==> config.mk <==
export PLATFORM = sky130hd
export DESIGN_NAME = asp_uart
export DESIGN_NICKNAME = d
export VERILOG_FILES = /design/src/asp_pkg.sv /design/src/asp_uart.sv
export SDC_FILE = /design/constraint.sdc
export NUM_CORES = 1
export LEC_CHECK = 0
export ABC_AREA = 1
export BUFFER_PORTS_ARGS = -buffer_cell sky130_fd_sc_hd__buf_4
export CELL_PAD_IN_SITES_DETAIL_PLACEMENT = 1
export CELL_PAD_IN_SITES_GLOBAL_PLACEMENT = 1
export CORE_MARGIN = 2
export CORE_UTILIZATION = 45
export CTS_CLUSTER_SIZE = 30
export DETAILED_ROUTE_END_ITERATION = 7
export GPL_ROUTABILITY_DRIVEN = 0
export GPL_TIMING_DRIVEN = 0
export PLACE_DENSITY = 0.86
export SYNTH_ARGS = -nofsm -noshare
export SYNTH_HDL_FRONTEND = slang
export SYNTH_SLANG_ARGS = --single-unit
==> constraint.sdc <==
create_clock -name clk_in -period 4.3 [get_ports clk_in]
set_input_delay 0.215 -clock clk_in [delete_from_list [all_inputs] [get_ports clk_in]]
set_output_delay 0.215 -clock clk_in [all_outputs]
set_load 0.01 [all_outputs]
==> src/asp_pkg.sv <==
// Constants, register map and field layout of the asynchronous serial port.
// Functional notes
// - Bit rate is system clock divided by multiplier times 16-bit divisor.
// - Data address reads the received character and writes a transmit one.
// - Divisor low and high bytes are reachable only with divisor access set.
// - Line-control bit 7 maps shared addresses to divisor or normal registers.
// - Enable bits gate modem, line status, transmit empty and data sources.
// - Identification bit 0 is low while an enabled interrupt is pending.
// - Identification codes: 011, then 010 and 110, then 001, then 000.
// - Timeout after 4 idle character times with data held; read clears it.
// - Transmit queue empty sets status bit 5; draining or flushing the queue sets the transmit-empty source.
// - Data available fires at trigger 1, 4, 8 or 14 bytes; reset code 3.
// - Queue-control bits 2 and 1 flush transmit and receive queues.
// - Shared address reads identification and writes queue control.
// - Line-control bit 6 forces the serial output low as a break.
// - Parity on bit 3 appends and checks parity; bit 4 selects even.
// - Stick parity sends and expects zero when even, else one.
// - Stop-bit select zero sends one stop bit, one sends two.
// - Word length 5 to 8 bits, reset 8; 5-bit with two stops uses 1.5.
// - Status bit 7 flags any received parity, framing or break; read clears.
// - Status bit 6 is set while queue and shifter are empty; resets to one.
// - Break sets bit 4, queues one zero character, waits for a start bit.
// - Framing error bit 3 flags the head character; read clears it.
// - Parity error bit 2 flags the head character.
// - Baud multiplier register resets to 0x10, reachable with divisor access.
// - Full receive queue plus a new character sets overrun, queue intact.
// - Data ready bit 0 is set while the receive queue holds a character.
// - Both queues hold 16 entries.
package asp_pkg;
  localparam logic [15:0] ADDR_DATA = 16'h2500;
  localparam logic [15:0] ADDR_IER  = 16'h2501;
  localparam logic [15:0] ADDR_IIR  = 16'h2502;
  localparam logic [15:0] ADDR_LCR  = 16'h2503;
  localparam logic [15:0] ADDR_LSR  = 16'h2505;
  localparam logic [15:0] ADDR_XCR  = 16'h2507;
  localparam int LCR_DIVISOR_ACCESS_SELECT = 7;
  localparam int LCR_BRK  = 6;
  localparam int LCR_STK  = 5;
  localparam int LCR_EPS  = 4;
  localparam int LCR_PEN  = 3;
  localparam int LCR_STB  = 2;
  localparam int IER_MS   = 3;
  localparam int IER_LS   = 2;
  localparam int IER_TE   = 1;
  localparam int IER_RA   = 0;
  localparam int FCR_TXF  = 2;
  localparam int FCR_RXF  = 1;
  localparam int FCR_TRH  = 7;
  localparam int FCR_TRL  = 6;
  localparam logic [7:0] LCR_RST  = 8'h03;
  localparam logic [7:0] XCR_RST  = 8'h10;
  localparam logic [1:0] TRIG_RST = 2'h3;
  localparam logic [2:0] IID_LS = 3'h3;
  localparam logic [2:0] IID_RA = 3'h2;
  localparam logic [2:0] IID_TO = 3'h6;
  localparam logic [2:0] IID_TE = 3'h1;
  localparam logic [2:0] IID_MS = 3'h0;
  localparam int FIFO_DEPTH = 16;
  localparam logic [4:0] FIFO_FULL = 5'h10;
  localparam logic [4:0] TRIG_L0 = 5'h01;
  localparam logic [4:0] TRIG_L1 = 5'h04;
  localparam logic [4:0] TRIG_L2 = 5'h08;
  localparam logic [4:0] TRIG_L3 = 5'h0E;
  localparam logic [2:0] MIN_BITS_M1 = 3'h4;
  localparam logic [3:0] MIN_FRAME = 4'h7;
endpackage : asp_pkg

==> src/asp_uart.sv <==
// Asynchronous serial transceiver with 16-entry queues and byte registers.
//
// Implementation choice: the plain strobed port.
`timescale 1ns/1ps
module asp_uart
  import asp_pkg::*;
(
  input  wire logic        clk_in,
  input  wire logic        rst_b_in,
  input  wire logic [15:0] addr_in,
  input  wire logic [7:0]  wdata_in,
  input  wire logic        wr_in,
  input  wire logic        rd_in,
  input  wire logic        rxd_in,
  output logic      [7:0]  rdata_out,
  output logic             txd_out,
  output logic             irq_out
);
  typedef enum logic [4:0] {
    TX_IDLE = 5'b00001, TX_START = 5'b00010, TX_DATA = 5'b00100,
    TX_PAR  = 5'b01000, TX_STOP  = 5'b10000
  } asp_tx_e;
  typedef enum logic [5:0] {
    RX_IDLE = 6'b000001, RX_START = 6'b000010, RX_DATA = 6'b000100,
    RX_PAR  = 6'b001000, RX_STOP  = 6'b010000, RX_BRK  = 6'b100000
  } asp_rx_e;

  function automatic logic par_calc(input logic [7:0] d,
                                    input logic [7:0] frame_format_control);
    logic [7:0] mask;
    mask = 8'hFF >> (2'h3 - frame_format_control[1:0]);
    if (frame_format_control[LCR_STK]) par_calc = ~frame_format_control[LCR_EPS];
    else par_calc = (^(d & mask)) ^ ~frame_format_control[LCR_EPS];
  endfunction : par_calc

  logic [7:0]  dll, divisor_high_byte, baud_multiplier, frame_format_control;
  logic [3:0]  irq_enable_mask;
  logic [1:0]  trig;
  logic [15:0] div_cnt;
  logic [9:0]  bt_cnt, tx_tcnt, rx_tcnt;
  logic [7:0]  tx_mem [FIFO_DEPTH];
  logic [10:0] rx_mem [FIFO_DEPTH];
  logic [3:0]  tx_wp, tx_rp, rx_wp, rx_rp;
  logic [4:0]  tx_cnt, rx_cnt;
  asp_tx_e     tx_st;
  asp_rx_e     rx_st;
  logic [7:0]  tx_shift, rx_shift;
  logic [2:0]  tx_bitn, rx_bitn;
  logic        tx_par, rx_par, rx_allz, rx_s1, rx_s2, rx_prev;
  logic        oe_f, pe_f, fe_f, bi_f, err_f, tx_queue_empty_irq, head_new;
  logic [7:0]  to_cnt;

  wire divisor_access_select    = frame_format_control[LCR_DIVISOR_ACCESS_SELECT];
  wire sel_dat = addr_in == ADDR_DATA;
  wire sel_ier = addr_in == ADDR_IER;
  wire sel_iir = addr_in == ADDR_IIR;
  wire sel_lcr = addr_in == ADDR_LCR;
  wire sel_lsr = addr_in == ADDR_LSR;
  wire sel_xcr = addr_in == ADDR_XCR;
  wire wr_thr = wr_in && sel_dat && !divisor_access_select;
  wire wr_ier = wr_in && sel_ier && !divisor_access_select;
  wire wr_dll = wr_in && sel_dat && divisor_access_select;
  wire wr_dlm = wr_in && sel_ier && divisor_access_select;
  wire wr_xcr = wr_in && sel_xcr && divisor_access_select;
  // Write side of the shared address is queue control.
  wire wr_fcr = wr_in && sel_iir;
  wire rd_rbr = rd_in && sel_dat && !divisor_access_select;
  wire rd_iir = rd_in && sel_iir;
  wire rd_lsr = rd_in && sel_lsr;
  wire tx_flush = wr_fcr && wdata_in[FCR_TXF];
  wire rx_flush = wr_fcr && wdata_in[FCR_RXF];

  // Configuration registers.
  always_ff @(posedge clk_in or negedge rst_b_in) begin
    if (!rst_b_in) begin
      dll  <= 8'h00;
      divisor_high_byte  <= 8'h00;
      baud_multiplier  <= XCR_RST;
      frame_format_control  <= LCR_RST;
      irq_enable_mask  <= 4'h0;
      trig <= TRIG_RST;
    end else begin
      // Divisor bytes only under divisor access.
      if (wr_dll) dll <= wdata_in;
      if (wr_dlm) divisor_high_byte <= wdata_in;
      if (wr_xcr) baud_multiplier <= wdata_in;
      if (wr_in && sel_lcr) frame_format_control <= wdata_in;
      if (wr_ier) irq_enable_mask <= wdata_in[3:0];
      if (wr_fcr) trig <= wdata_in[FCR_TRH:FCR_TRL];
    end
  end

  // Sample tick every divisor cycles; a bit is multiplier ticks long.
  wire [15:0] divisor  = {divisor_high_byte, dll};
  wire        samp     = (divisor != 16'h0000) &&
                         (div_cnt >= divisor - 16'h0001);
  wire [9:0]  bit_len  = {2'b00, baud_multiplier};
  wire [9:0]  half_len = {3'b000, baud_multiplier[7:1]};
  // Stop length of one or two bits.
  // Five-bit words with two stops use one and a half.
  wire [9:0]  stop_len = !frame_format_control[LCR_STB] ? bit_len :
                         (frame_format_control[1:0] == 2'h0) ? bit_len + half_len :
                         {bit_len[8:0], 1'b0};
  wire [2:0]  last_bit = MIN_BITS_M1 + {1'b0, frame_format_control[1:0]};

  always_ff @(posedge clk_in or negedge rst_b_in) begin
    if (!rst_b_in) div_cnt <= 16'h0000;
    else if (samp || divisor == 16'h0000) div_cnt <= 16'h0000;
    else div_cnt <= div_cnt + 16'h0001;
  end

  // Free-running bit-period tick, used only to time the idle timeout.
  wire bit_tick = samp && bt_cnt >= bit_len - 10'h001;
  always_ff @(posedge clk_in or negedge rst_b_in) begin
    if (!rst_b_in) bt_cnt <= 10'h000;
    else if (bit_tick) bt_cnt <= 10'h000;
    else if (samp) bt_cnt <= bt_cnt + 10'h001;
  end

  // Transmit queue.
  wire tx_load = tx_st == TX_IDLE && tx_cnt != 5'h00;
  // Sixteen-entry transmit queue; writes to a full queue are dropped.
  wire tx_push = wr_thr && tx_cnt != FIFO_FULL;
  always_ff @(posedge clk_in or negedge rst_b_in) begin
    if (!rst_b_in) begin
      tx_wp  <= 4'h0;
      tx_rp  <= 4'h0;
      tx_cnt <= 5'h00;
    end else if (tx_flush) begin
      tx_wp  <= 4'h0;
      tx_rp  <= 4'h0;
      tx_cnt <= 5'h00;
    end else begin
      if (tx_push) tx_wp <= tx_wp + 4'h1;
      if (tx_load) tx_rp <= tx_rp + 4'h1;
      tx_cnt <= tx_cnt + {4'h0, tx_push} - {4'h0, tx_load};
    end
  end
  always_ff @(posedge clk_in) begin
    if (tx_push) tx_mem[tx_wp] <= wdata_in;
  end

  // Transmit shifter.
  wire [9:0] tx_len = (tx_st == TX_STOP) ? stop_len : bit_len;
  wire       tx_end = samp && tx_tcnt >= tx_len - 10'h001;
  always_ff @(posedge clk_in or negedge rst_b_in) begin
    if (!rst_b_in) begin
      tx_st    <= TX_IDLE;
      tx_tcnt  <= 10'h000;
      tx_shift <= 8'h00;
      tx_bitn  <= 3'h0;
      tx_par   <= 1'b0;
    end else if (tx_flush) begin
      tx_st   <= TX_IDLE;
      tx_tcnt <= 10'h000;
    end else begin
      if (tx_end || tx_load) tx_tcnt <= 10'h000;
      else if (samp) tx_tcnt <= tx_tcnt + 10'h001;
      case (tx_st)
        TX_IDLE: if (tx_load) begin
          tx_shift <= tx_mem[tx_rp];
          tx_par   <= par_calc(tx_mem[tx_rp], frame_format_control);
          tx_st    <= TX_START;
        end
        TX_START: if (tx_end) begin
          tx_bitn <= 3'h0;
          tx_st   <= TX_DATA;
        end
        TX_DATA: if (tx_end) begin
          tx_shift <= {1'b0, tx_shift[7:1]};
          tx_bitn  <= tx_bitn + 3'h1;
          if (tx_bitn == last_bit)
            tx_st <= frame_format_control[LCR_PEN] ? TX_PAR : TX_STOP;
        end
        TX_PAR:  if (tx_end) tx_st <= TX_STOP;
        TX_STOP: if (tx_end) tx_st <= TX_IDLE;
        default: tx_st <= TX_IDLE;
      endcase
    end
  end

  // Line level per frame phase, idle high.
  logic line_val;
  always_comb begin
    case (tx_st)
      TX_START: line_val = 1'b0;
      TX_DATA:  line_val = tx_shift[0];
      TX_PAR:   line_val = tx_par;
      default:  line_val = 1'b1;
    endcase
  end
  always_ff @(posedge clk_in or negedge rst_b_in) begin
    if (!rst_b_in) txd_out <= 1'b1;
    else txd_out <= line_val && !frame_format_control[LCR_BRK];
  end

  // Receive line synchroniser; the first stage feeds only the second.
  always_ff @(posedge clk_in or negedge rst_b_in) begin
    if (!rst_b_in) begin
      rx_s1   <= 1'b1;
      rx_s2   <= 1'b1;
      rx_prev <= 1'b1;
    end else begin
      rx_s1   <= rxd_in;
      rx_s2   <= rx_s1;
      rx_prev <= rx_s2;
    end
  end

  wire       rx_mid  = samp && rx_tcnt >= half_len;
  wire       rx_full = samp && rx_tcnt >= bit_len - 10'h001;
  wire [7:0] rx_data = rx_shift >> (2'h3 - frame_format_control[1:0]);
  wire       rx_done = rx_st == RX_STOP && rx_full;
  // All-zero frame with low stop is a break.
  wire       rx_isbrk = rx_done && rx_allz && !rx_s2;
  wire       rx_fe   = !rx_s2 && !rx_isbrk;
  wire       rx_pe   = frame_format_control[LCR_PEN] && !rx_isbrk &&
                       (rx_par != par_calc(rx_data, frame_format_control));
  wire [10:0] rx_word = rx_isbrk ? {1'b1, 10'h000} :
                        {1'b0, rx_fe, rx_pe, rx_data};
  // A full queue keeps its contents.
  wire rx_push = rx_done && rx_cnt != FIFO_FULL;
  wire rx_pop  = rd_rbr && rx_cnt != 5'h00;

  always_ff @(posedge clk_in or negedge rst_b_in) begin
    if (!rst_b_in) begin
      rx_st    <= RX_IDLE;
      rx_tcnt  <= 10'h000;
      rx_shift <= 8'h00;
      rx_bitn  <= 3'h0;
      rx_par   <= 1'b0;
      rx_allz  <= 1'b0;
    end else if (rx_flush) begin
      rx_st   <= RX_IDLE;
      rx_tcnt <= 10'h000;
    end else begin
      if (rx_st == RX_IDLE || rx_st == RX_BRK) rx_tcnt <= 10'h000;
      else if ((rx_st == RX_START) ? rx_mid : rx_full) rx_tcnt <= 10'h000;
      else if (samp) rx_tcnt <= rx_tcnt + 10'h001;
      case (rx_st)
        // Falling edge, then confirm low at mid-bit.
        RX_IDLE: if (rx_prev && !rx_s2) rx_st <= RX_START;
        RX_START: if (rx_mid) begin
          rx_st   <= rx_s2 ? RX_IDLE : RX_DATA;
          rx_bitn <= 3'h0;
          rx_allz <= 1'b1;
        end
        RX_DATA: if (rx_full) begin
          rx_shift <= {rx_s2, rx_shift[7:1]};
          rx_allz  <= rx_allz && !rx_s2;
          rx_bitn  <= rx_bitn + 3'h1;
          if (rx_bitn == last_bit)
            rx_st <= frame_format_control[LCR_PEN] ? RX_PAR : RX_STOP;
        end
        RX_PAR: if (rx_full) begin
          rx_par  <= rx_s2;
          rx_allz <= rx_allz && !rx_s2;
          rx_st   <= RX_STOP;
        end
        // After a break, wait for the line to return high.
        RX_STOP: if (rx_full) rx_st <= rx_isbrk ? RX_BRK : RX_IDLE;
        RX_BRK:  if (rx_s2) rx_st <= RX_IDLE;
        default: rx_st <= RX_IDLE;
      endcase
    end
  end

  // Sixteen-entry receive queue carrying per-character flags.
  always_ff @(posedge clk_in or negedge rst_b_in) begin
    if (!rst_b_in) begin
      rx_wp  <= 4'h0;
      rx_rp  <= 4'h0;
      rx_cnt <= 5'h00;
    end else if (rx_flush) begin
      rx_wp  <= 4'h0;
      rx_rp  <= 4'h0;
      rx_cnt <= 5'h00;
    end else begin
      if (rx_push) rx_wp <= rx_wp + 4'h1;
      if (rx_pop) rx_rp <= rx_rp + 4'h1;
      rx_cnt <= rx_cnt + {4'h0, rx_push} - {4'h0, rx_pop};
    end
  end
  always_ff @(posedge clk_in) begin
    if (rx_push) rx_mem[rx_wp] <= rx_word;
  end
  wire [10:0] rx_head = (rx_cnt != 5'h00) ? rx_mem[rx_rp] : 11'h000;

  // Head flags are latched after a pop with two or more characters queued, or a push into an empty queue.
  always_ff @(posedge clk_in or negedge rst_b_in) begin
    if (!rst_b_in) head_new <= 1'b0;
    else head_new <= !rx_flush && ((rx_pop && rx_cnt > 5'h01) ||
                                   (rx_push && rx_cnt == 5'h00));
  end

  // Line status flags; a setting event wins over a clearing read.
  always_ff @(posedge clk_in or negedge rst_b_in) begin
    if (!rst_b_in) begin
      oe_f  <= 1'b0;
      pe_f  <= 1'b0;
      fe_f  <= 1'b0;
      bi_f  <= 1'b0;
      err_f <= 1'b0;
    end else begin
      // Overrun on arrival into a full queue.
      oe_f  <= (rx_done && rx_cnt == FIFO_FULL) || (oe_f && !rd_lsr);
      // Parity error of the head character.
      pe_f  <= (head_new && rx_head[8]) || (pe_f && !rd_lsr);
      // Framing error of the head character.
      fe_f  <= (head_new && rx_head[9]) || (fe_f && !rd_lsr);
      bi_f  <= (head_new && rx_head[10]) || (bi_f && !rd_lsr);
      // Any error received since the last status read.
      err_f <= (rx_push && rx_word[10:8] != 3'h0) || (err_f && !rd_lsr);
    end
  end

  // Four character times without queue activity.
  wire [3:0] frame_bits = MIN_FRAME + {2'b00, frame_format_control[1:0]} +
                          {3'h0, frame_format_control[LCR_PEN]} + {3'h0, frame_format_control[LCR_STB]};
  wire [7:0] to_limit   = {2'b00, frame_bits, 2'b00};
  wire       to_hit     = rx_cnt != 5'h00 && to_cnt >= to_limit;
  always_ff @(posedge clk_in or negedge rst_b_in) begin
    if (!rst_b_in) to_cnt <= 8'h00;
    else if (rx_push || rx_pop || rx_flush || rx_cnt == 5'h00)
      to_cnt <= 8'h00;
    else if (bit_tick && !to_hit) to_cnt <= to_cnt + 8'h01;
  end

  // Transmit-empty source armed when the queue drains.
  wire tx_empty = tx_cnt == 5'h00;
  wire tx_queue_empty_ev  = tx_flush || (tx_load && tx_cnt == 5'h01 && !tx_push);
  logic [2:0] iid;
  always_ff @(posedge clk_in or negedge rst_b_in) begin
    if (!rst_b_in) tx_queue_empty_irq <= 1'b0;
    else tx_queue_empty_irq <= tx_queue_empty_ev ||
                     (tx_queue_empty_irq && !wr_thr && !(rd_iir && iid == IID_TE));
  end

  logic [4:0] trig_lvl;
  always_comb begin
    case (trig)
      2'h0:    trig_lvl = TRIG_L0;
      2'h1:    trig_lvl = TRIG_L1;
      2'h2:    trig_lvl = TRIG_L2;
      default: trig_lvl = TRIG_L3;
    endcase
  end

  wire src_ls = irq_enable_mask[IER_LS] && (oe_f || pe_f || fe_f || bi_f);
  wire src_ra = irq_enable_mask[IER_RA] && rx_cnt >= trig_lvl;
  wire src_to = irq_enable_mask[IER_RA] && to_hit;
  wire src_te = irq_enable_mask[IER_TE] && tx_queue_empty_irq && tx_empty;
  // This port has no modem lines, so the modem source never fires.
  wire src_ms = irq_enable_mask[IER_MS] && 1'b0;
  wire any_irq = src_ls || src_ra || src_to || src_te || src_ms;
  // Priority encoding of the pending source.
  always_comb begin
    if (src_ls) iid = IID_LS;
    else if (src_ra) iid = IID_RA;
    else if (src_to) iid = IID_TO;
    else if (src_te) iid = IID_TE;
    else iid = IID_MS;
  end

  wire tx_all_empty = tx_empty && tx_st == TX_IDLE;
  // Data ready while the queue holds a character.
  wire [7:0] lsr_val = {err_f, tx_all_empty, tx_empty, bi_f, fe_f, pe_f, oe_f,
                        rx_cnt != 5'h00};

  // Read data stands only in the cycle after the strobe.
  logic [7:0] rd_mux;
  always_comb begin
    rd_mux = 8'h00;
    // Data address returns the head character.
    if (sel_dat) rd_mux = divisor_access_select ? dll : rx_head[7:0];
    else if (sel_ier) rd_mux = divisor_access_select ? divisor_high_byte : {4'h0, irq_enable_mask};
    // Pending bit is low while a source is active.
    else if (sel_iir) rd_mux = {4'h0, iid, !any_irq};
    else if (sel_lcr) rd_mux = frame_format_control;
    else if (sel_lsr) rd_mux = lsr_val;
    else if (sel_xcr) rd_mux = divisor_access_select ? baud_multiplier : 8'h00;
  end
  always_ff @(posedge clk_in or negedge rst_b_in) begin
    if (!rst_b_in) begin
      rdata_out <= 8'h00;
      irq_out   <= 1'b0;
    end else begin
      rdata_out <= rd_in ? rd_mux : 8'h00;
      irq_out   <= any_irq;
    end
  end
endmodule : asp_uart

# ---- Word-level counts from Yosys, hierarchy flattened
# Memories as Yosys holds them, arrays and structs flattened.
# Index checks and enable logic that the tools add are counted.
dict set report classes {
  addsub 24
  n_lt_le_gt_ge 8
  eq_ne 46
  shift 2
  n_mux 83
  n_bitwise 7
  n_reduce_logical 124
}
# op count
set op_table {}
lappend op_table {{8-bit two-way mux} 14}
lappend op_table {{16-bit by 14-bit == test with 1-bit output, second input constant} 6}
lappend op_table {{10-bit two-way mux} 9}
lappend op_table {{1-bit logical AND} 60}
lappend op_table {{5-bit two-way mux} 11}
lappend op_table {{6-bit two-way mux} 9}
lappend op_table {{3-bit != test, second input constant} 12}
lappend op_table {{6-bit case mux with 6 select lines} 1}
lappend op_table {{4-bit two-way mux} 8}
lappend op_table {{10-bit by 1-bit adder with 10-bit output, second input constant} 3}
lappend op_table {{10-bit greater-or-equal comparator} 3}
lappend op_table {{9-bit two-way mux} 3}
lappend op_table {{5-bit case mux with 5 select lines} 1}
lappend op_table {{3-bit two-way mux} 8}
lappend op_table {{11-bit two-way mux} 2}
lappend op_table {{1-bit logical OR} 20}
lappend op_table {{2-bit nonzero test} 10}
lappend op_table {{16-bit by 1-bit adder with 16-bit output, second input constant} 1}
lappend op_table {{4-bit by 1-bit adder with 4-bit output, second input constant} 4}
lappend op_table {{8-bit AND} 2}
lappend op_table {{16-bit greater-or-equal comparator} 1}
lappend op_table {{16-bit logical NOT} 1}
lappend op_table {{16-bit two-way mux} 1}
lappend op_table {{8-bit case mux with 2 select lines} 1}
lappend op_table {{other kinds (58)} 103}
dict set report totals {
  register_bits 174
  mem_bits_rw 304
  in_bits 29
  output_inout_bits 10
  mem_count 2
}
# memory depth width rd rd_clocked_by_memory_dff write_ports line_no
set mem_list {}
lappend mem_list {rx_mem 16 11 1 0 1 asp_uart.sv:42} ;# logic [10:0] rx_mem [FIFO_DEPTH];
lappend mem_list {tx_mem 16 8 1 0 1 asp_uart.sv:41} ;# logic [7:0] tx_mem [FIFO_DEPTH];

# ---- Logic depth before layout (Yosys ltp)
# Gate-level depths: netlist of run 1.
dict set report logic_depth {
  depth_word 14
  depth_mapped 29
  mapped_depth_nobuf 29
}

# ---- Worst setup path before layout of run 1
# OpenSTA, ideal clock, no wires.
dict set report synth_path {
  path_type {register to register}
  start {reg dll[2]}
  end {reg rx_cnt[4]}
  setup_ps 124
  arrival_time_ps 4099
  t_required_ps 4176
  setup_slack_ps 77
  path_stages_with_launch 29
  path_buffers 0
  period_less_slack_ps 4223
  cell_sequence {dfrtp_1 -> nor2_1 -> nand2_1 -> nor3_2 -> nand2_1 -> nor2_1 -> nand2_1 -> nor3_2 -> nand2_1 -> nor3_1 -> xor2_1 -> ha_1 -> nand2_1 -> nor3_2 -> nand3_1 -> nand3_1 -> nand2_2 -> inv_2 -> nand2_4 -> nor2_4 -> nand2_2 -> ha_1 -> ha_1 -> fa_1 -> a21oi_1 -> nor2_1 -> nor2_1 -> xnor2_1 -> nor2_1}
}
dict set report synth_between {
  elab_chain_len 9
  elab_cells_between_ends 10
  cone_classes {add/sub (3); order compare (1); mux (1); reduce/logical (5)}
}
# element line_no
set synth_lines {}
lappend synth_lines {{start: declaration} asp_uart.sv:36} ;# logic [7:0] dll, divisor_high_byte, baud_multiplier, frame_format_control;
lappend synth_lines {{start signal: assignment} asp_uart.sv:84} ;# if (wr_dll) dll <= wdata_in;
lappend synth_lines {{16-bit by 1-bit subtractor with 16-bit output} asp_uart.sv:96} ;# (div_cnt >= divisor - 16'h0001);
lappend synth_lines {{16-bit greater-or-equal comparator} asp_uart.sv:96}
lappend synth_lines {{1-bit logical AND (*)} asp_uart.sv:95} ;# wire samp = (divisor != 16'h0000) &&
lappend synth_lines {{1-bit logical AND (*)} asp_uart.sv:211} ;# wire rx_full = samp && rx_tcnt >= bit_len - 10'h001;
lappend synth_lines {{1-bit logical AND (*)} asp_uart.sv:213} ;# wire rx_done = rx_st == RX_STOP && rx_full;
lappend synth_lines {{1-bit logical AND (*)} asp_uart.sv:222} ;# wire rx_push = rx_done && rx_cnt != FIFO_FULL;
lappend synth_lines {{5-bit by 1-bit adder with 5-bit output (*)} asp_uart.sv:281} ;# rx_cnt <= rx_cnt + {4'h0, rx_push} - {4'h0, rx_pop};
lappend synth_lines {{5-bit by 1-bit subtractor with 5-bit output (*)} asp_uart.sv:281}
lappend synth_lines {{5-bit two-way mux (*)} asp_uart.sv:274} ;# end else if (rx_flush) begin
lappend synth_lines {{end signal: assignment} asp_uart.sv:281}
lappend synth_lines {{end: declaration} asp_uart.sv:44} ;# logic [4:0] tx_cnt, rx_cnt;
# Mark *: on every way between the ends. The rest lies on a longest branch, timed or not.
# A chain may end at the register's enable or synchronous reset.

# ---- Worst setup path after layout of run 1
dict set report layout_path {
  start {reg dll[1]}
  end {reg rx_cnt[4]}
}
# Same word-level chain as after synthesis.

==> results.yml, run 1 <==
status:
  status: "finished, violations left"
  violations: "setup timing"
critical_path:
  slowest_stage: "dfrtp_1"
  cp_slowest_stage_delay_ns: 0.45
  end_kind: "flip-flop"
  crit_fanout: 4
  critPathTopFamily: "simple AND/OR/NAND/NOR gates"
  cp_num_buf_inv: 8
  worstPathRequired_ns: 4.80
  crit_top_cell: "buf_4"
  arrival_ns: 4.94
  crit_type: "reg -> reg"
  crit_path_start_kind: "flip-flop"
pwr:
  combPwrFrac: 0.059
  p_sw_frac: 0.247
  p_int_mw: 7.69
  p_seq_frac: 0.487
  p_switching_mw: 2.52
  clkPwrFrac: 0.454
  power_density_nw_per_um2: 354
  p_leak_nw: 11.7
  vdd_drop_max_v: 0.000360
  p_total_mw: 10.2
global_routing:
  grt.total_usage: 0.283
  grt_pass1_vias: 22000
  globalRouteOverflowTotal: 0
  grt_max_degree: 119
  antenna_found_initial: 0
  grt_first_pass_wirelength_um: 124000
sta:
  whs_ns: 0.0792
  period_minus_slack_ns: 4.44
  finalHoldViolations: 0
  final-setup-viol-count: 3
  slew_headroom: 0.344
  fin_crit_sh: 1.03
  rsz0062_at_grt: "yes"
  fmax_mhz: 225
  worst_slack_ns: -0.138
  worst_pin_slew_ns: 0.981
  finalClockSkew_ns: 0.0469
  final-max-slew-violation-count: 0
synth:
  ys.flop_type: "edfxtp_1"
  synth-adder-area-share: 0.0631
  synth_most_common_cell: "nand2_1"
  avgSynthCellArea_sq_um: 9.43
  yosys.area.top_type_share: 0.373
  synth.top_cells.by_area: "edfxtp_1 37%, dfrtp_1 17%, nand2_1 8.2%, ha_1 6.0%, nor2_1 5.0%"
  synth_edf_count: 304
  synth_compound_area_frac: 0.109
  synth_nets: 2744
  synthTopCellsByCount: "534 x nand2_1, 328 x nor2_1, 304 x edfxtp_1, 256 x inv_1, 236 x o21ai_0"
  syn_area_sq_um: 24500
  synth-seq-cells: 478
  syn_inst: 2594
  yosysSeqAreaShare: 0.552
  synth_top_family_by_area: "simple AND/OR/NAND/NOR gates"
  synthMuxAreaShare: 0.00133
  ys_types: 68
  yosys.area_share.simple: 0.195
  synth.largest_area_cell: "edfxtp_1"
  synthArstFlopShare: 0.364
  yosysWarnings: 0
  synth_xor_area_frac: 0.0208
routing:
  drtIter0Drc: 1987
  ant_nets: 0
  remaining_drc_errors: 0
  viasPerCell: 5.93
  drtPass1Iterations: 6
  vias: 20800
  routedWlPerCell_um: 24.3
  wl_um: 85500
clock_network:
  cts.sinks: 478
  clk_latency_ns: 0.65
  numCtsBuffers: 52
  cts.root.buffer_cell: "clkbuf_16"
  cts_tree: "done"
  cts.clk_slew.worst_paths_ns: 0.06
  htree_levels: 2
  clockBufferDepth: 3
final_layout:
  nets: 2922
  utilization: 0.536
  drive_gt1_frac: 0.141
  area_growth_pct: 17.8
  layout.cells.non_filler: 3511
  diodes: 0
floorplan:
  coreArea_sq_um: 53800
  initial_utilization: 0.455
  row_count: 85
  dieArea_sq_um: 56200
  dieWidth_um: 237
  die_y_um: 237
  io-pin-count: 39
job:
  maxCapViolCount: 0
placed_design:
  port_buffers: 38
  dp_hpwl_um: 53100
  dp_cells: 3333
  place_ws_ns: -1.06
min_path:
  hp-class: "in -> reg"
## layer usage
layer | track usage | vias to the layer above | share of wire
li1 | - | 9168 | -
met1 | 0.333 | 10400 | 0.37
met5 | 0 | - | 0
met3 | 0.0399 | 312 | 0.061
met2 | 0.510 | 932 | 0.51
met4 | 0.135 | 0 | 0.056
## cells in the final DEF, fill, tap and decap left out, types with 9 or more instances in the layout
cell           Yosys  layout
nand2_1          534     522
edfxtp_1         304     304
nor2_1           328     295
inv_1            256     248
o21ai_0          236     234
dfrtp_1          163     158
nand3_1          130     126
ha_1             117     109
buf_4              9      96
a21oi_1           86      80
clkbuf_1          46      57
clkbuf_16          0      52
xor2_1            41      40
nor2_4             9      34
o22ai_1           35      34
nor3_1            33      32
o221ai_1          25      25
nand4_1           22      22
inv_2             18      21
o21ai_1           16      18
buf_2             17      18
buf_12             0      18
xnor2_1           17      16
nor2_2             7      15
o211ai_1          15      15
clkinv_2           0      14
nand2_2            7      12
a31oi_1           12      12
dfstp_2           11      11
dlygate4sd3_1      0      10
buf_6              5       9
clkinv_1           2       9
## state kept, by name, summed over array words and instances, names as in the netlist, 10 cells and up
register and flops:
tx_tcnt 10, rx_mem 176, rx_tcnt 10, tx_mem 128, bt_cnt 10, div_cnt 16
## power by group through the flow
stage | registers (mW) | logic [mW] | clock network (mW)
after detailed placement | 5.06 | 0.560 | 0
final | 4.97 | 0.602 | 4.63
after global routing | 4.98 | 0.659 | 4.83
after floorplan | 5.05 | 0.366 | 0
after CTS | 4.97 | 0.575 | 4.57
after global placement | 5.05 | 0.521 | 0
## final timing paths
kind                       startpoint    endpoint  slack, ns  cells past startpoint
setup reg to reg               dll[1]   rx_cnt[4]      -0.14                     31
hold / removal                  wr_in     trig[1]       0.08                      3
setup / recovery               dll[1]   rx_cnt[4]      -0.14                     31
min in group asynchronous    rst_b_in    rx_rp[1]       0.12                      2
hold reg to reg                 rx_s1       rx_s2       0.37                      0
max in group asynchronous    rst_b_in  div_cnt[5]       3.13                      3
## tightest hold or removal path, cell delays in order
cell     delay (ns)
buf_4          0.15
nand3_2        0.20
o21ai_0        0.11
## repair_timing
action,CTS,global route
hold endpoints to repair,185,0
resized for setup,72,72
hold buffers,10,0
endpoints found under the setup margin,370,396
cloned,0,3
pin swaps,30,51
setup buffers,27,41
## stage by stage
stage	instance area [sq um]	TNS [ns]
floorplan	24500	0
global placement	25600	-173.03
detailed placement	25700	-217.39
CTS	28000	-4.23
global route	28800	-5.38
finish	28800	-0.279
## layout make-up
cell class / instances / area [sq um]
fillers: 6023 / 25000
flip-flops and latches: 478 / 13500
multi-input cells: 1759 / 10000
clock buffers: 65 / 1370
repair buffers: 122 / 1210
inverters: 279 / 1100
well taps: 696 / 871
plain buffers: 78 / 385
clock inverters: 32 / 330
repair inverters: 2 / 17.5
## cell families after synthesis
logic type | count (synthesis)
flops | 478
simple gates | 1114
compound gates | 464
xor+xnor | 58
fa+ha+maj | 121
buf+inv | 357
mux | 2
No activity file was read; power rests on OpenSTA's default activity.
==> inputs of run 2 (changes only) <==
--- a/config.mk
+++ b/config.mk
@@ -7,6 +7,7 @@
 export LEC_CHECK = 0
 export ABC_AREA = 1
 export BUFFER_PORTS_ARGS = -buffer_cell sky130_fd_sc_hd__buf_4
+export CAP_MARGIN = 15
 export CELL_PAD_IN_SITES_DETAIL_PLACEMENT = 1
 export CELL_PAD_IN_SITES_GLOBAL_PLACEMENT = 1
 export CORE_MARGIN = 2
@@ -15,7 +16,7 @@
 export DETAILED_ROUTE_END_ITERATION = 7
 export GPL_ROUTABILITY_DRIVEN = 0
 export GPL_TIMING_DRIVEN = 0
-export PLACE_DENSITY = 0.86
+export PLACE_DENSITY = 0.85
 export SYNTH_ARGS = -nofsm -noshare
 export SYNTH_HDL_FRONTEND = slang
 export SYNTH_SLANG_ARGS = --single-unit
==> run 2 against run 1 <==
- the run still ends with setup timing left
- power barely moved
- design area fell by 0.54%
- wire length fell by 4.7%
- largest power group unchanged
- register-to-register slack got worse by 0.12 ns
- worst hold slack got worse by 0.0019 ns
- fmax fell by 2.6%
- critical endpoint unchanged
- non-clock buffer count rose by 7
==> results.yml, run 2 (synthesized netlist as in run 1, its figures left out) <==
status:
  status: "finished, violations left"
  violations: "setup timing"
routing:
  routedWlPerCell_um: 23.2
  drtPass1Iterations: 5
  ant_nets: 0
  wl_um: 81500
  remaining_drc_errors: 0
  vias: 20600
  drtIter0Drc: 1541
  viasPerCell: 5.85
global_routing:
  antenna_found_initial: 0
  grtUsageMet1: 0.325
  globalRouteOverflowTotal: 0
  use_met3: 0.0439
  grt_pass1_vias: 22000
  grt.total_usage: 0.278
  met2_usage: 0.502
  grt_first_pass_wirelength_um: 122000
  gr-max-usage-layer: "met2"
  grt_max_degree: 118
sta:
  tns_ns: -0.431
  period_minus_slack_ns: 4.56
  finalClockSkew_ns: 0.0273
  worst_pin_slew_ns: 0.976
  fmax_mhz: 220
  final-max-slew-violation-count: 0
  slew_headroom: 0.347
  whs_ns: 0.0773
  finalHoldViolations: 0
  final-setup-viol-count: 3
  worst_slack_ns: -0.255
  fin_crit_sh: 1.06
  rsz0062_at_grt: "yes"
floorplan:
  coreArea_sq_um: 53800
  die_y_um: 237
  dieWidth_um: 237
  io-pin-count: 39
  row_count: 85
  dieArea_sq_um: 56200
  initial_utilization: 0.455
final_layout:
  top_register: "rx_mem"
  mostFrequentLayoutCell: "nand2_1"
  mostFrequentLayoutCells: "525 x nand2_1, 304 x edfxtp_1, 298 x nor2_1"
  diodes: 0
  largest_register_ffs: 176
  drive_gt1_frac: 0.138
  area_growth_pct: 17.2
  nets: 2926
  reg_top3: "rx_mem: 176 flops, tx_mem: 128 flops, div_cnt: 16 flops"
critical_path:
  crit_path_start_kind: "flip-flop"
  end_kind: "flip-flop"
  arrival_ns: 5.03
  crit_type: "reg -> reg"
  cp_slowest_stage_delay_ns: 0.41
  reg2reg_slack_ns: -0.26
  reg2reg_to: "rx_cnt[4]"
  crit_top_cell: "buf_4"
  worstPathRequired_ns: 4.78
  timing.rr.start: "dll[1]"
  slowest_stage: "dfrtp_1"
  reg2regPathDepth: 30
  crit_fanout: 3
placed_design:
  port_buffers: 38
  dp_hpwl_um: 54000
pwr:
  p_total_mw: 10.2
  power_density_nw_per_um2: 357
  vdd_drop_max_v: 0.000365
  p_leak_nw: 11.7
clock_network:
  numCtsBuffers: 51
  cts.root.buffer_cell: "clkbuf_16"
  cts.sinks: 478
  cts.clk_slew.worst_paths_ns: 0.07
  htree_levels: 2
  clockBufferDepth: 3
  cts_tree: "done"
  clk_latency_ns: 0.63
min_path:
  hp-class: "in -> reg"
  min_to: "trig[0]"
  holdCritStartpoint: "wr_in"
  min_path_cells: 3
job:
  maxCapViolCount: 0
==> run 2: cell types whose count changed in the layout (fill, tap and decap cells not counted), sizes merged <==
cell	delta
inv	-3
clkinvlp	+4
clkbuf	+5
bufinv	-1
buf	+7
clkinv	-8
==> run 2: repair_timing <==
item,CTS,global route
hold buffers,10,0
setup endpoints to repair,371,363
setup buffers,35,33
hold endpoints to repair,186,0
gates resized for setup,53,73
pin swaps,26,40
cloned,0,1
==> run 2: through the flow <==
| stage | instances | utilization | area (sq um) | setup slack, ns |
|---|---|---|---|---|
| after floorplan | 2594 | - | 24500 | 0.0769 |
| after global placement | 3328 | 0.476 | 25600 | -0.795 |
| after detailed placement | 3339 | 0.478 | 25700 | -1.11 |
| after CTS | 3480 | 0.522 | 28100 | -0.260 |
| after global routing | 3515 | 0.533 | 28700 | -0.407 |
| final | 3515 | 0.533 | 28700 | -0.255 |
==> run 2: how the worst max path moves through the flow <==
stage	startpoint	depth (start not counted)	end	slack [ns]
after floorplan	dll[2]	28	rx_cnt[4]	0.08
after global placement	dll[0]	23	rx_mem[5][5]	-0.79
after detailed placement	dll[0]	23	rx_mem[14][4]	-1.11
after CTS	dll[2]	24	rx_mem[9][9]	-0.26
after global routing	dll[1]	26	rx_cnt[4]	-0.41
final	dll[1]	30	rx_cnt[4]	-0.26
==> run 2: layer usage <==
metal | vias up | share of wire
met5 | - | 0
met4 | 0 | 0.050
met3 | 235 | 0.059
met2 | 774 | 0.52
met1 | 10400 | 0.38
li1 | 9165 | -
==> run 2: area by class of cell <==
cell class | count | area, sq um
flip-flops and latches | 478 | 13500
repair buffers | 129 | 1150
clock buffers | 70 | 1440
multi-input cells | 1759 | 9930
well taps | 696 | 871
plain buffers | 78 | 385
fillers | 6022 | 25200
clock inverters | 26 | 303
inverters | 279 | 1080
==> run 2: critical path, delay by kind of cell, from the launching register on <==
kind,cells,cell delay [ns]
compound gates,2,0.34
xor+xnor,2,0.30
simple gates,14,1.34
flops,1,0.41
fa+ha+maj,4,1.07
buf+inv,8,0.96
==> run 2: report_power, final <==
part | switching [mW] | internal, mW | leakage (nW)
Clock | 1.98 | 2.66 | 0.847
Sequential | 0.0492 | 4.92 | 4.72
Combinational | 0.415 | 0.187 | 6.10
